## src/asp_pkg.sv

```systemverilog
package asec_pkg;

	// ==========================================================
	// Clock and timing
	localparam int CLK_MHZ         = 250;
	localparam int PAGE_PROG_US    = 500;
	localparam int SECT_ERASE_US   = 100000;
	localparam int UNLOCK_DELAY_US = 100;
	localparam int UNLOCK_TOL_US   = 20;
	localparam int PAGE_CYC        = PAGE_PROG_US * CLK_MHZ;
	localparam int SECT_CYC        = SECT_ERASE_US * CLK_MHZ;
	localparam int UNLOCK_CYC      = UNLOCK_DELAY_US * CLK_MHZ;

	// ==========================================================
	// Register offsets (byte addresses)
	localparam int AW = 8;
	localparam logic [7:0] OFF_CMD     = 8'h00;
	localparam logic [7:0] OFF_OPND_LO = 8'h04;
	localparam logic [7:0] OFF_OPND_HI = 8'h08;
	localparam logic [7:0] OFF_STATUS  = 8'h0c;
	localparam logic [7:0] OFF_MODE    = 8'h10;
	localparam logic [7:0] OFF_PWD_LO  = 8'h14;
	localparam logic [7:0] OFF_PWD_HI  = 8'h18;
	localparam logic [7:0] OFF_PERS    = 8'h1c;
	localparam logic [7:0] OFF_DYN     = 8'h20;
	localparam logic [7:0] OFF_PROT    = 8'h24;

	// ==========================================================
	// Field positions
	localparam int CMD_OP_LSB  = 0;
	localparam int CMD_SEC_LSB = 8;
	localparam int ST_ACTIVE   = 0;
	localparam int ST_ERR      = 1;
	localparam int ST_LOCK     = 2;
	localparam int ST_PWDMODE  = 3;
	localparam int MODE_LSB    = 1;

	// ==========================================================
	// Protection mode encodings
	localparam logic [1:0] MODE_UNSEL = 2'h3;
	localparam logic [1:0] MODE_PERS  = 2'h2;
	localparam logic [1:0] MODE_PWD   = 2'h1;
	localparam logic [1:0] MODE_BAD   = 2'h0;

	// ==========================================================
	// Reset values and bus responses
	localparam logic [63:0] PWD_RST     = 64'hffffffffffffffff;
	localparam logic [1:0]  RESP_OKAY   = 2'h0;
	localparam logic [1:0]  RESP_SLVERR = 2'h2;

	// ==========================================================
	// Command codes
	localparam logic [3:0] OP_PERS_PROG  = 4'h1;
	localparam logic [3:0] OP_PERS_ERASE = 4'h2;
	localparam logic [3:0] OP_DYN_CLR    = 4'h3;
	localparam logic [3:0] OP_DYN_SET    = 4'h4;
	localparam logic [3:0] OP_LOCK_CLR   = 4'h5;
	localparam logic [3:0] OP_MODE_PROG  = 4'h6;
	localparam logic [3:0] OP_PWD_PROG   = 4'h7;
	localparam logic [3:0] OP_PWD_UNLOCK = 4'h8;
	localparam logic [3:0] OP_CLR_ERR    = 4'h9;

	typedef enum logic [0:0] {
		ST_IDLE,
		ST_BUSY
	} asec_state_t;

endpackage

```

## src/asp_core.sv

```systemverilog
// Overview of operation
// - Block-protect OR sector protection protects sector
// - Persistent or dynamic bit zero blocks changes
// - Lock zero freezes persistent bits, one permits
// - Persistent commands fail while lock is zero
// - Persistent mode: resets set lock, soft keeps
// - Lock-clear clears lock; only a reset or unlock sets it again
// - Password mode: resets clear lock; unlock sets
// - Mode bits decode; programming 00 is error
// - Mode register writable once, never erased
// - Mode programming busy one page time
// - Program bits singly, erase all together
// - Status readable; page or sector busy time
// - Dynamic bit written anytime, gated by persistent
// - All resets return dynamic bits to one
// - Password 64 bits, ones new, only clears
// - Password read/program ignored in password mode
// - Wrong password: error, busy stays, lock kept
// - Unlock attempts spaced 100 us; match no delay
// - Read protection forces boot sector reads
//
// Added by the designer: the register addresses and the AXI4-Lite interface to the registers.
`timescale 1ns/1ps
`default_nettype none

module asec_core
	import asec_pkg::*;
#(
	parameter int          NS         = 32,
	parameter int          RAW        = 32,
	parameter logic [31:0] BOOT_ADDR  = 32'h00000000,
	parameter int unsigned PAGE_T     = PAGE_CYC,
	parameter int unsigned SECT_T     = SECT_CYC,
	parameter int unsigned UNLOCK_T   = UNLOCK_CYC
) (
	// Clock and reset
	input  wire logic              core_clk,
	input  wire logic              rst_n,
	input  wire logic              hw_reset,
	input  wire logic              sw_reset,

	// AXI4-Lite slave
	input  wire logic [31:0]       s_axi_awaddr,
	input  wire logic              s_axi_awvalid,
	output logic                   s_axi_awready,
	input  wire logic [31:0]       s_axi_wdata,
	input  wire logic [3:0]        s_axi_wstrb,
	input  wire logic              s_axi_wvalid,
	output logic                   s_axi_wready,
	output logic [1:0]             s_axi_bresp,
	output logic                   s_axi_bvalid,
	input  wire logic              s_axi_bready,
	input  wire logic [31:0]       s_axi_araddr,
	input  wire logic              s_axi_arvalid,
	output logic                   s_axi_arready,
	output logic [31:0]            s_axi_rdata,
	output logic [1:0]             s_axi_rresp,
	output logic                   s_axi_rvalid,
	input  wire logic              s_axi_rready,

	// Block-protect range, decoded per sector
	input  wire logic [NS-1:0]     block_protect_field,

	// Array program/erase request
	input  wire logic              pe_req,
	input  wire logic [$clog2(NS)-1:0] pe_sector,
	output logic                   pe_accept,
	output logic                   pe_reject,

	// Read path
	input  wire logic              read_protect_mode,
	input  wire logic [RAW-1:0]    rd_addr_in,
	input  wire logic [1:0]        ecc_status_in,
	output logic [RAW-1:0]         rd_addr_out,
	output logic [1:0]             ecc_status_out,

	// Status
	output logic                   write_in_progress,
	output logic                   program_error,
	output logic                   persistent_bits_lock,
	output logic [NS-1:0]          sector_protected
);

	localparam int SW = $clog2(NS);

	// All state lives in one record, registered once per cycle
	typedef struct packed {
		asec_state_t    st;
		logic [3:0]     op;
		logic [SW-1:0]  sec;
		logic [31:0]    cnt;
		logic [31:0]    ugap;
		logic [NS-1:0]  persistent_sector_bit;
		logic [NS-1:0]  dynamic_sector_bit;
		logic [NS-1:0]  prot;
		logic           lock;
		logic           err;
		logic [1:0]     mode;
		logic [63:0]    pwd;
		logic [63:0]    opnd;
		logic           aw_got;
		logic           w_got;
		logic [AW-1:0]  awa;
		logic [31:0]    wd;
		logic [3:0]     ws;
		logic           bvalid;
		logic [1:0]     bresp;
		logic           rvalid;
		logic [31:0]    rdata;
		logic [1:0]     rresp;
		logic           pe_acc;
		logic           pe_rej;
		logic [RAW-1:0] rda;
		logic [1:0]     ecc;
	} asec_regs_t;

	asec_regs_t     q;
	asec_regs_t     n;
	logic [NS-1:0]  prot_c;
	logic           cmd_go;
	logic [3:0]     cmd_op;
	logic [SW-1:0]  cmd_sec;
	logic           nv_ok;
	logic           pwd_mode;
	logic [AW-1:0]  ara;

	// Byte-lane merge for the operand words
	function automatic logic [31:0] merge(input logic [31:0] o, input logic [31:0] d,
	                                      input logic [3:0] s);
		logic [31:0] r;
		r = o;
		for (int i = 0; i < 4; i++) begin
			if (s[i]) begin
				r[i*8 +: 8] = d[i*8 +: 8];
			end
		end
		return r;
	endfunction

	// ==========================================================
	// Protection combine
	// A sector is guarded if any of the three sources guards it
	assign prot_c   = block_protect_field | ~q.persistent_sector_bit
	                  | ~q.dynamic_sector_bit;
	assign pwd_mode = (q.mode == MODE_PWD);
	// Only word offsets are decoded; upper address bits alias
	assign ara      = {s_axi_araddr[AW-1:2], 2'b00};

	// ==========================================================
	// Next state
	always_comb begin
		n       = q;
		cmd_go  = 1'b0;
		cmd_op  = q.wd[CMD_OP_LSB +: 4];
		cmd_sec = q.wd[CMD_SEC_LSB +: SW];
		nv_ok   = (q.st == ST_IDLE) && !q.err;
		n.pe_acc = 1'b0;
		n.pe_rej = 1'b0;

		// Read channel
		// Address is taken whenever no read data is waiting
		if (q.rvalid && s_axi_rready) begin
			n.rvalid = 1'b0;
		end
		if (s_axi_arvalid && !q.rvalid) begin
			n.rvalid = 1'b1;
			n.rresp  = RESP_OKAY;
			n.rdata  = 32'h00000000;
			case (ara)
				OFF_CMD: begin
				end
				OFF_OPND_LO: n.rdata = q.opnd[31:0];
				OFF_OPND_HI: n.rdata = q.opnd[63:32];
				OFF_STATUS: begin
					n.rdata[ST_ACTIVE]  = q.st == ST_BUSY || q.err;
					n.rdata[ST_ERR]     = q.err;
					n.rdata[ST_LOCK]    = q.lock;
					n.rdata[ST_PWDMODE] = pwd_mode;
				end
				OFF_MODE: n.rdata[MODE_LSB +: 2] = q.mode;
				OFF_PWD_LO: n.rdata = pwd_mode ? 32'h00000000 : q.pwd[31:0];
				OFF_PWD_HI: n.rdata = pwd_mode ? 32'h00000000 : q.pwd[63:32];
				OFF_PERS: n.rdata = 32'(q.persistent_sector_bit);
				OFF_DYN: n.rdata = 32'(q.dynamic_sector_bit);
				OFF_PROT: n.rdata = 32'(q.prot);
				default: n.rresp = RESP_SLVERR;
			endcase
		end

		// Write channels, taken in either order
		// A captured half waits for its partner; both readies stay low
		// until the response has been taken
		if (q.bvalid && s_axi_bready) begin
			n.bvalid = 1'b0;
		end
		if (s_axi_awvalid && s_axi_awready) begin
			n.aw_got = 1'b1;
			n.awa    = {s_axi_awaddr[AW-1:2], 2'b00};
		end
		if (s_axi_wvalid && s_axi_wready) begin
			n.w_got = 1'b1;
			n.wd    = s_axi_wdata;
			n.ws    = s_axi_wstrb;
		end
		if (q.aw_got && q.w_got) begin
			n.aw_got = 1'b0;
			n.w_got  = 1'b0;
			n.bvalid = 1'b1;
			n.bresp  = RESP_OKAY;
			case (q.awa)
				OFF_CMD: cmd_go = q.ws[0];
				OFF_OPND_LO: n.opnd[31:0] = merge(q.opnd[31:0], q.wd, q.ws);
				OFF_OPND_HI: n.opnd[63:32] = merge(q.opnd[63:32], q.wd, q.ws);
				OFF_STATUS, OFF_MODE, OFF_PWD_LO, OFF_PWD_HI,
				OFF_PERS, OFF_DYN, OFF_PROT: begin
				end
				default: n.bresp = RESP_SLVERR;
			endcase
		end

		// Timed nonvolatile operation
		// The result lands only when the count runs out, so an aborted
		// operation leaves the nonvolatile bits untouched
		if (q.st == ST_BUSY) begin
			if (q.cnt == 32'h00000000) begin
				n.st = ST_IDLE;
				case (q.op)
					OP_PERS_PROG: n.persistent_sector_bit[q.sec] = 1'b0;
					OP_PERS_ERASE: n.persistent_sector_bit = '1;
					OP_MODE_PROG: n.mode = q.opnd[MODE_LSB +: 2];
					OP_PWD_PROG: n.pwd = q.pwd & q.opnd;
					default: begin
					end
				endcase
			end else begin
				n.cnt = q.cnt - 32'h00000001;
			end
		end

		// Unlock spacing outlives soft and hard resets, so a reset cannot
		// be used to hurry the next password guess
		if (q.ugap != 32'h00000000) begin
			n.ugap = q.ugap - 32'h00000001;
		end

		// Command execution
		// Only one nonvolatile operation at a time; a pending error
		// blocks new ones until software or a reset clears it
		if (cmd_go) begin
			case (cmd_op)
				OP_DYN_CLR: n.dynamic_sector_bit[cmd_sec] = 1'b0;
				OP_DYN_SET: n.dynamic_sector_bit[cmd_sec] = 1'b1;
				OP_CLR_ERR: n.err = 1'b0;
				OP_LOCK_CLR: begin
					if (nv_ok) begin
						n.lock = 1'b0;
					end
				end
				OP_PERS_PROG, OP_PERS_ERASE: begin
					if (nv_ok) begin
						if (!q.lock) begin
							n.err = 1'b1;
						end else begin
							n.st  = ST_BUSY;
							n.op  = cmd_op;
							n.sec = cmd_sec;
							n.cnt = (cmd_op == OP_PERS_PROG) ? 32'(PAGE_T - 1)
							        : 32'(SECT_T - 1);
						end
					end
				end
				OP_MODE_PROG: begin
					if (nv_ok) begin
						if (q.mode != MODE_UNSEL
						    || q.opnd[MODE_LSB +: 2] == MODE_BAD) begin
							n.err = 1'b1;
						end else begin
							n.st  = ST_BUSY;
							n.op  = cmd_op;
							n.cnt = 32'(PAGE_T - 1);
						end
					end
				end
				OP_PWD_PROG: begin
					if (nv_ok && !pwd_mode) begin
						n.st  = ST_BUSY;
						n.op  = cmd_op;
						n.cnt = 32'(PAGE_T - 1);
					end
				end
				OP_PWD_UNLOCK: begin
					if (nv_ok && pwd_mode && q.ugap == 32'h00000000) begin
						if (q.opnd == q.pwd) begin
							n.lock = 1'b1;
						end else begin
							n.err = 1'b1;
							n.st  = ST_BUSY;
							n.op  = cmd_op;
							n.cnt = 32'(UNLOCK_T - 1);
							n.ugap = 32'(UNLOCK_T - 1);
						end
					end
				end
				default: begin
				end
			endcase
		end

		// Software and hardware reset
		// Nonvolatile bits and the mode survive both resets
		if (sw_reset || hw_reset) begin
			n.dynamic_sector_bit = '1;
			n.st  = ST_IDLE;
			n.err = 1'b0;
		end
		if (hw_reset) begin
			n.lock = !pwd_mode;
		end

		// Array program/erase check; a reject wins over a clear
		// Decided on the state held before this edge
		if (pe_req) begin
			if (prot_c[pe_sector]) begin
				n.pe_rej = 1'b1;
				n.err    = 1'b1;
			end else begin
				n.pe_acc = 1'b1;
			end
		end

		n.prot = block_protect_field | ~n.persistent_sector_bit
		         | ~n.dynamic_sector_bit;
		n.rda  = read_protect_mode ? BOOT_ADDR[RAW-1:0] : rd_addr_in;
		n.ecc  = ecc_status_in;
	end

	// ==========================================================
	// State register
	// Power-on reset models a fresh part: factory bits and mode
	always_ff @(posedge core_clk or negedge rst_n) begin
		if (!rst_n) begin
			q <= '0;
			q.st <= ST_IDLE;
			q.persistent_sector_bit <= '1;
			q.dynamic_sector_bit <= '1;
			q.lock <= 1'b1;
			q.mode <= MODE_UNSEL;
			q.pwd <= PWD_RST;
		end else begin
			q <= n;
		end
	end

	// ==========================================================
	// Outputs
	assign s_axi_awready        = !q.aw_got && !q.bvalid;
	assign s_axi_wready         = !q.w_got && !q.bvalid;
	assign s_axi_bvalid         = q.bvalid;
	assign s_axi_bresp          = q.bresp;
	assign s_axi_arready        = !q.rvalid;
	assign s_axi_rvalid         = q.rvalid;
	assign s_axi_rdata          = q.rdata;
	assign s_axi_rresp          = q.rresp;
	assign pe_accept            = q.pe_acc;
	assign pe_reject            = q.pe_rej;
	assign rd_addr_out          = q.rda;
	assign ecc_status_out       = q.ecc;
	// Busy is also shown while an error waits to be cleared
	assign write_in_progress    = (q.st == ST_BUSY) || q.err;
	assign program_error        = q.err;
	assign persistent_bits_lock = q.lock;
	assign sector_protected     = q.prot;

endmodule

`default_nettype wire

```

## config.mk

```make
export PLATFORM = sky130hd
export DESIGN_NAME = asec_core
export DESIGN_NICKNAME = d
export VERILOG_FILES = /design/src/asp_pkg.sv /design/src/asp_core.sv
export SDC_FILE = /design/constraint.sdc
export NUM_CORES = 1
export LEC_CHECK = 0
export BUFFER_PORTS_ARGS = -buffer_cell sky130_fd_sc_hd__buf_4
export CORE_MARGIN = 2
export CORE_UTILIZATION = 25
export CTS_CLUSTER_DIAMETER = 200
export DETAILED_ROUTE_END_ITERATION = 12
export GPL_TIMING_DRIVEN = 0
export SYNTH_ARGS = -nofsm -noshare
export SYNTH_HDL_FRONTEND = slang
export SYNTH_SLANG_ARGS = --single-unit
```

## constraint.sdc

```tcl
create_clock -name core_clk -period 2.8 [get_ports core_clk]
set_clock_uncertainty 0.15 [all_clocks]
set_input_delay 0.14 -clock core_clk [delete_from_list [all_inputs] [get_ports core_clk]]
set_output_delay 0.14 -clock core_clk [all_outputs]
set_load 0.005 [all_outputs]
```

After elaboration in Yosys (flattened, before gate mapping)
Index checks and enable logic that the tools add are counted.
Widths: inputs -> output; s select.
{"block": "op_classes", "add_sub_neg": 2, "order_cmp": 5, "n_eq_ne": 44, "muxes": 72, "n_bitwise": 15, "n_reduce_logical": 52}
{"cell": "$mux 32", "n": 14}
{"cell": "$pmux 28 s7", "n": 1}
{"cell": "$not 32->32", "n": 6}
{"cell": "$or 32x32->32", "n": 5}
{"cell": "$mux 64", "n": 2}
{"cell": "$pmux 32 s2", "n": 2}
{"cell": "$pmux 32 s4", "n": 1}
{"cell": "$mux 42", "n": 2}
{"cell": "$mux 74", "n": 1}
{"cell": "$and 32x32->32", "n": 2}
{"cell": "$and 64x64->64", "n": 1}
{"cell": "$eq 64x64->1", "n": 1}
{"cell": "$logic_not 32->1", "n": 2}
{"cell": "$sub 32x1->32 const B", "n": 2}
{"cell": "$eq 6x3->1 const B", "n": 8}
{"cell": "$mux 35", "n": 1}
{"cell": "$reduce_bool 32->1", "n": 1}
{"cell": "$mux 5", "n": 6}
{"cell": "$reduce_and 3->1", "n": 10}
{"cell": "$mux 1", "n": 25}
{"cell": "$mux 25", "n": 1}
{"cell": "$eq 4x3->1 const B", "n": 6}
{"cell": "$eq 6x2->1 const B", "n": 4}
{"cell": "$eq 6x4->1 const B", "n": 4}
{"cell": "32 further kinds", "n": 82}
{"block": "totals", "reg_bits": 420, "input_bits": 182, "output_inout_bits": 112, "elab_cells": 224}

Logic depth before layout (Yosys ltp)
{"block": "depth", "word_depth": 12, "depth_mapped": 10, "ltp_nobuf": 8}

Worst setup path after synthesis
OpenSTA, ideal clock, no wires.
{"block": "synth_path", "kind": "reg2reg", "startpoint": "reg q[362] (netlist bit)", "endpoint": "reg q[386] (netlist bit)", "setup_ps": 133, "arrival_ps": 2783, "t_required_ps": 2517, "path_slack_ps": -266, "path_stages_with_launch": 8, "n_path_buf": 1, "period_less_slack_ps": 3066, "cell_sequence": "dfrtp_1 > or4_4 > or4b_4 > or3_1 > buf_2 > or4_4 > a2111oi_4 > a21oi_1"}
{"item": "from (decl)", "line_no": "asp_core.sv:117", "source": "asec_regs_t q;"}
{"item": "from (signal assigned)", "line_no": "asp_core.sv:350", "source": "q <= n;"}

Worst setup path in the final report
{"block": "layout_path", "startpoint": "reg q[209] (netlist bit)", "endpoint": "reg q[417] (netlist bit)"}
{"block": "layout_via", "elab_chain_cells": 3}
{"item": "$eq 64x64->1", "line_no": "asp_core.sv:293", "source": "if (q.opnd == q.pwd) begin"}
{"item": "$ne 2x2->1 (no source line)"}
{"item": "$reduce_and 9->1 (no source line)"}
No other way between the ends.
A chain may end at the register's enable or synchronous reset.

==> flow_summary.ini <==
[final_layout]
layout.nets = 2531
layout-drive-gt1-share_pct = 39.54
final_cells = 3396
syn_to_final_growth_pct = 34.94
stdcell_area_um2 = 27920
num-fill-cells = 8280

[floorplanning]
initial_core_util_pct = 25.24
rows = 105
die_x_um = 291.7
die_y_um = 291.7
die_area_um2 = 85080
io-pin-count = 294
core_um2 = 81980

[logic_synthesis]
synth_edf_count = 0
synth_top_area_share_pct = 34.71
synth_area_leaders = dfrtp_1 (35%), dfstp_2 (17%), mux2_2 (9.9%), ha_1 (4.0%), buf_4 (3.7%)
synth_seq_cells = 418
ys_types = 76
yosys_warnings = 0
syn_area_um2 = 20690
ys_seq_area_share_pct = 51.35
avgSynthCellArea_um2 = 11.34
postSynth.asyncResetShare_pct = 100.0
synth_cells = 1824
ys_dominant_reg_cell = dfrtp_1
synth_most_common_cell = dfrtp_1
synthTopCellsByCount = dfrtp_1 (287), mux2_2 (181), nand2_1 (179), dfstp_2 (131), buf_4 (102)
yosys.area.top_type = dfrtp_1

[routing]
dr.pass1.iters = 5
vias_per_cell = 4.975
drc = 0
vias = 16896
drtAntennaViolNets = 0
routedWlPerCell_um = 22.36
wl_mm = 75.92
drt_iter0_markers = 1393

[placed_design]
place_area_um2 = 23990
place_ws_ps = -1986
place_inst = 3137
place_hpwl_mm = 55.67
gp_congestion = 0.9887
portBuffers = 237

[outcome]
failed_checks = negative setup slack
status = complete, but fails checks

[global_route]
grt.total_usage_pct = 17.27
grt_overflow = 0
grt_pass1_vias = 16586
grt_max_degree = 109
grt_pass1_wl_mm = 109.9
antenna_found_initial = 6

[worst_setup_path]
critPathKind = reg2reg
critPathCaptureType = flop
crit_path_start_kind = flop
path_max_fanout = 6
cp.arrival_ps = 3450
critical_path_required_ps = 3120

[power]
ir_drop_mv = 0.4485
power_mw = 18.17
power.leakage_nw = 12.48
power_density_nw_per_um2 = 650.7

[clocking]
cts_max_path_buffers = 3
cts_buffers = 50
clock-sinks = 418
cts_tree = done
cts-root-buf = clkbuf_16
clk_latency_ps = 610
clkTransAtPathRegs_ps = 60
h-tree-depth = 2

[sta]
finalCritPeriodShare_pct = 111.8
drv_slew = 0
rsz0062_at_grt = true
max-slew-margin-rel_pct = 6.567
hold_viol_final = 0
tightest_slew_ps = 1383
fin_crit_ps = 3132
final.setup.tns_ps = -11680
fin_ws_ps = -331.8
setup_viol = 69
fmaxAchievable_mhz = 319.3

[flow_run]
cap_violations = 0

[min_path]
hp-class = in2async
[cell type report]
class | count | area, um2 | share of cell area, %
Antenna cell | 2 | 5.005 | 0.01793
Buffer | 181 | 1191 | 4.266
Clock buffer | 74 | 1431 | 5.127
Clock inverter | 19 | 156.4 | 0.5602
Inverter | 22 | 82.58 | 0.2958
Multi-Input combinational cell | 1197 | 9532 | 34.14
Sequential cell | 418 | 10620 | 38.05
Tap cell | 1070 | 1339 | 4.795
Timing Repair Buffer | 413 | 3558 | 12.75
[kinds of logic (layout without fill, tap and decap cells)]
| logic type | after synthesis | after routing | synth area share (%) |
|---|---|---|---|
| AND/OR/NAND/NOR | 530 | 530 | 13.49 |
| flip-flops | 418 | 418 | 51.35 |
| AO/OA/AOI/OAI | 330 | 330 | 11.71 |
| multiplexers | 211 | 211 | 11.30 |
| buffers and inverters | 210 | 709 | 5.678 |
| adder cells (fa/ha/maj) | 66 | 66 | 3.991 |
| XOR/XNOR | 58 | 58 | 2.455 |
| other | 1 | 4 | 0.01812 |
[registers in the layout (all words and copies together) (netlist names)]
| register | count |
|---|---|
| rd_addr_out | 32 |
| s_axi_rvalid | 1 |
| pe_accept | 1 |
| s_axi_bvalid | 1 |
| program_error | 1 |
| cmd_op | 4 |
| cmd_sec | 5 |
| q | 303 |
| s_axi_bresp | 1 |
| ecc_status_out | 2 |
| persistent_bits_lock | 1 |
| sector_protected | 32 |
| s_axi_rdata | 32 |
| s_axi_rresp | 1 |
| pe_reject | 1 |
[per-stage QoR]
step	util (%)	hold slack [ps]
6_report	34.06	4.361
5_1_grt	34.05	58.47
4_1_cts	33.28	18.75
3_5_place_dp	29.26	-202.5
3_3_place_gp	29.10	99.82
2_1_floorplan	-	-305.6
[layer usage]
| layer | track usage [%] | wire length, um | vias up |
|---|---|---|---|
| met5 | 0 | 49 | - |
| met4 | 6.060 | 2299 | 8 |
| met3 | 4.392 | 6333 | 133 |
| met2 | 26.23 | 34010 | 650 |
| met1 | 23.74 | 33230 | 8551 |
| li1 | - | - | 7554 |
[where the power goes]
group / leakage [nW] / total (mW) / internal [mW] / switching [mW]
Clock: 0.778 / 6.37 / 3.64 / 2.73
Sequential: 5.04 / 7.39 / 6.70 / 0.681
Combinational: 6.67 / 4.41 / 1.96 / 2.45
Total: 12.5 / 18.2 / 12.3 / 5.86
[repair_timing]
item | 4_1_cts | 5_1_grt
hold buffers | 121 | 0
endpoints found under the setup margin | 307 | 236
pin swaps | 20 | 44
resized for setup | 89 | 122
setup buffers | 25 | 24
hold endpoints to repair | 226 | 0
cloned | 0 | 1
[layout by cell type, fill, tap and decap left out, types with 12 or more instances in the layout]
| master | netlist | routed |
|---|---|---|
| mux2_2 | 181 | 181 |
| clkbuf_8 | 0 | 13 |
| nor2_1 | 75 | 61 |
| o21ai_0 | 97 | 80 |
| nor4_1 | 39 | 27 |
| nor3_1 | 33 | 29 |
| buf_6 | 0 | 12 |
| mux2i_1 | 30 | 30 |
| a221o_1 | 48 | 48 |
| dlygate4sd3_1 | 0 | 121 |
| clkbuf_16 | 0 | 51 |
| nand4_1 | 20 | 20 |
| ha_1 | 66 | 63 |
| a221oi_1 | 41 | 39 |
| nand4b_1 | 19 | 19 |
| buf_4 | 102 | 380 |
| o2bb2ai_1 | 29 | 29 |
| dfstp_2 | 131 | 131 |
| dfrtp_1 | 287 | 287 |
| clkbuf_2 | 1 | 14 |
| xnor2_1 | 34 | 33 |
| nand3_1 | 27 | 20 |
| xor2_1 | 24 | 24 |
| nor2b_1 | 46 | 45 |
| nand2b_1 | 16 | 16 |
| a211o_1 | 13 | 13 |
| a21oi_1 | 37 | 28 |
| inv_1 | 22 | 22 |
| clkbuf_1 | 81 | 65 |
| nand2_1 | 179 | 172 |
[critical path, cell delays in order, from the launching register on]
cell	delay (ps)
dfstp_2	560
ha_4	210
nor4_4	410
nand4_1	320
nor4_4	370
buf_6	170
and4bb_4	230
o211a_4	300
mux2_2	280
[path summary, 6_finish.rpt]
check                                 start                end  slack (ps)  depth (start not counted)
max in group asynchronous             rst_n    rd_addr_out[15]         630                          6
max                                  q[209]             q[417]        -330                          8
min                                   rst_n     s_axi_rdata[6]           4                          3
min reg2reg                          q[378]             q[378]         320                          1
min in group core_clk      ecc_status_in[0]  ecc_status_out[0]          40                          2
max reg2reg                          q[209]             q[417]        -330                          8
Note: power is estimated with default switching activity, not from simulation.
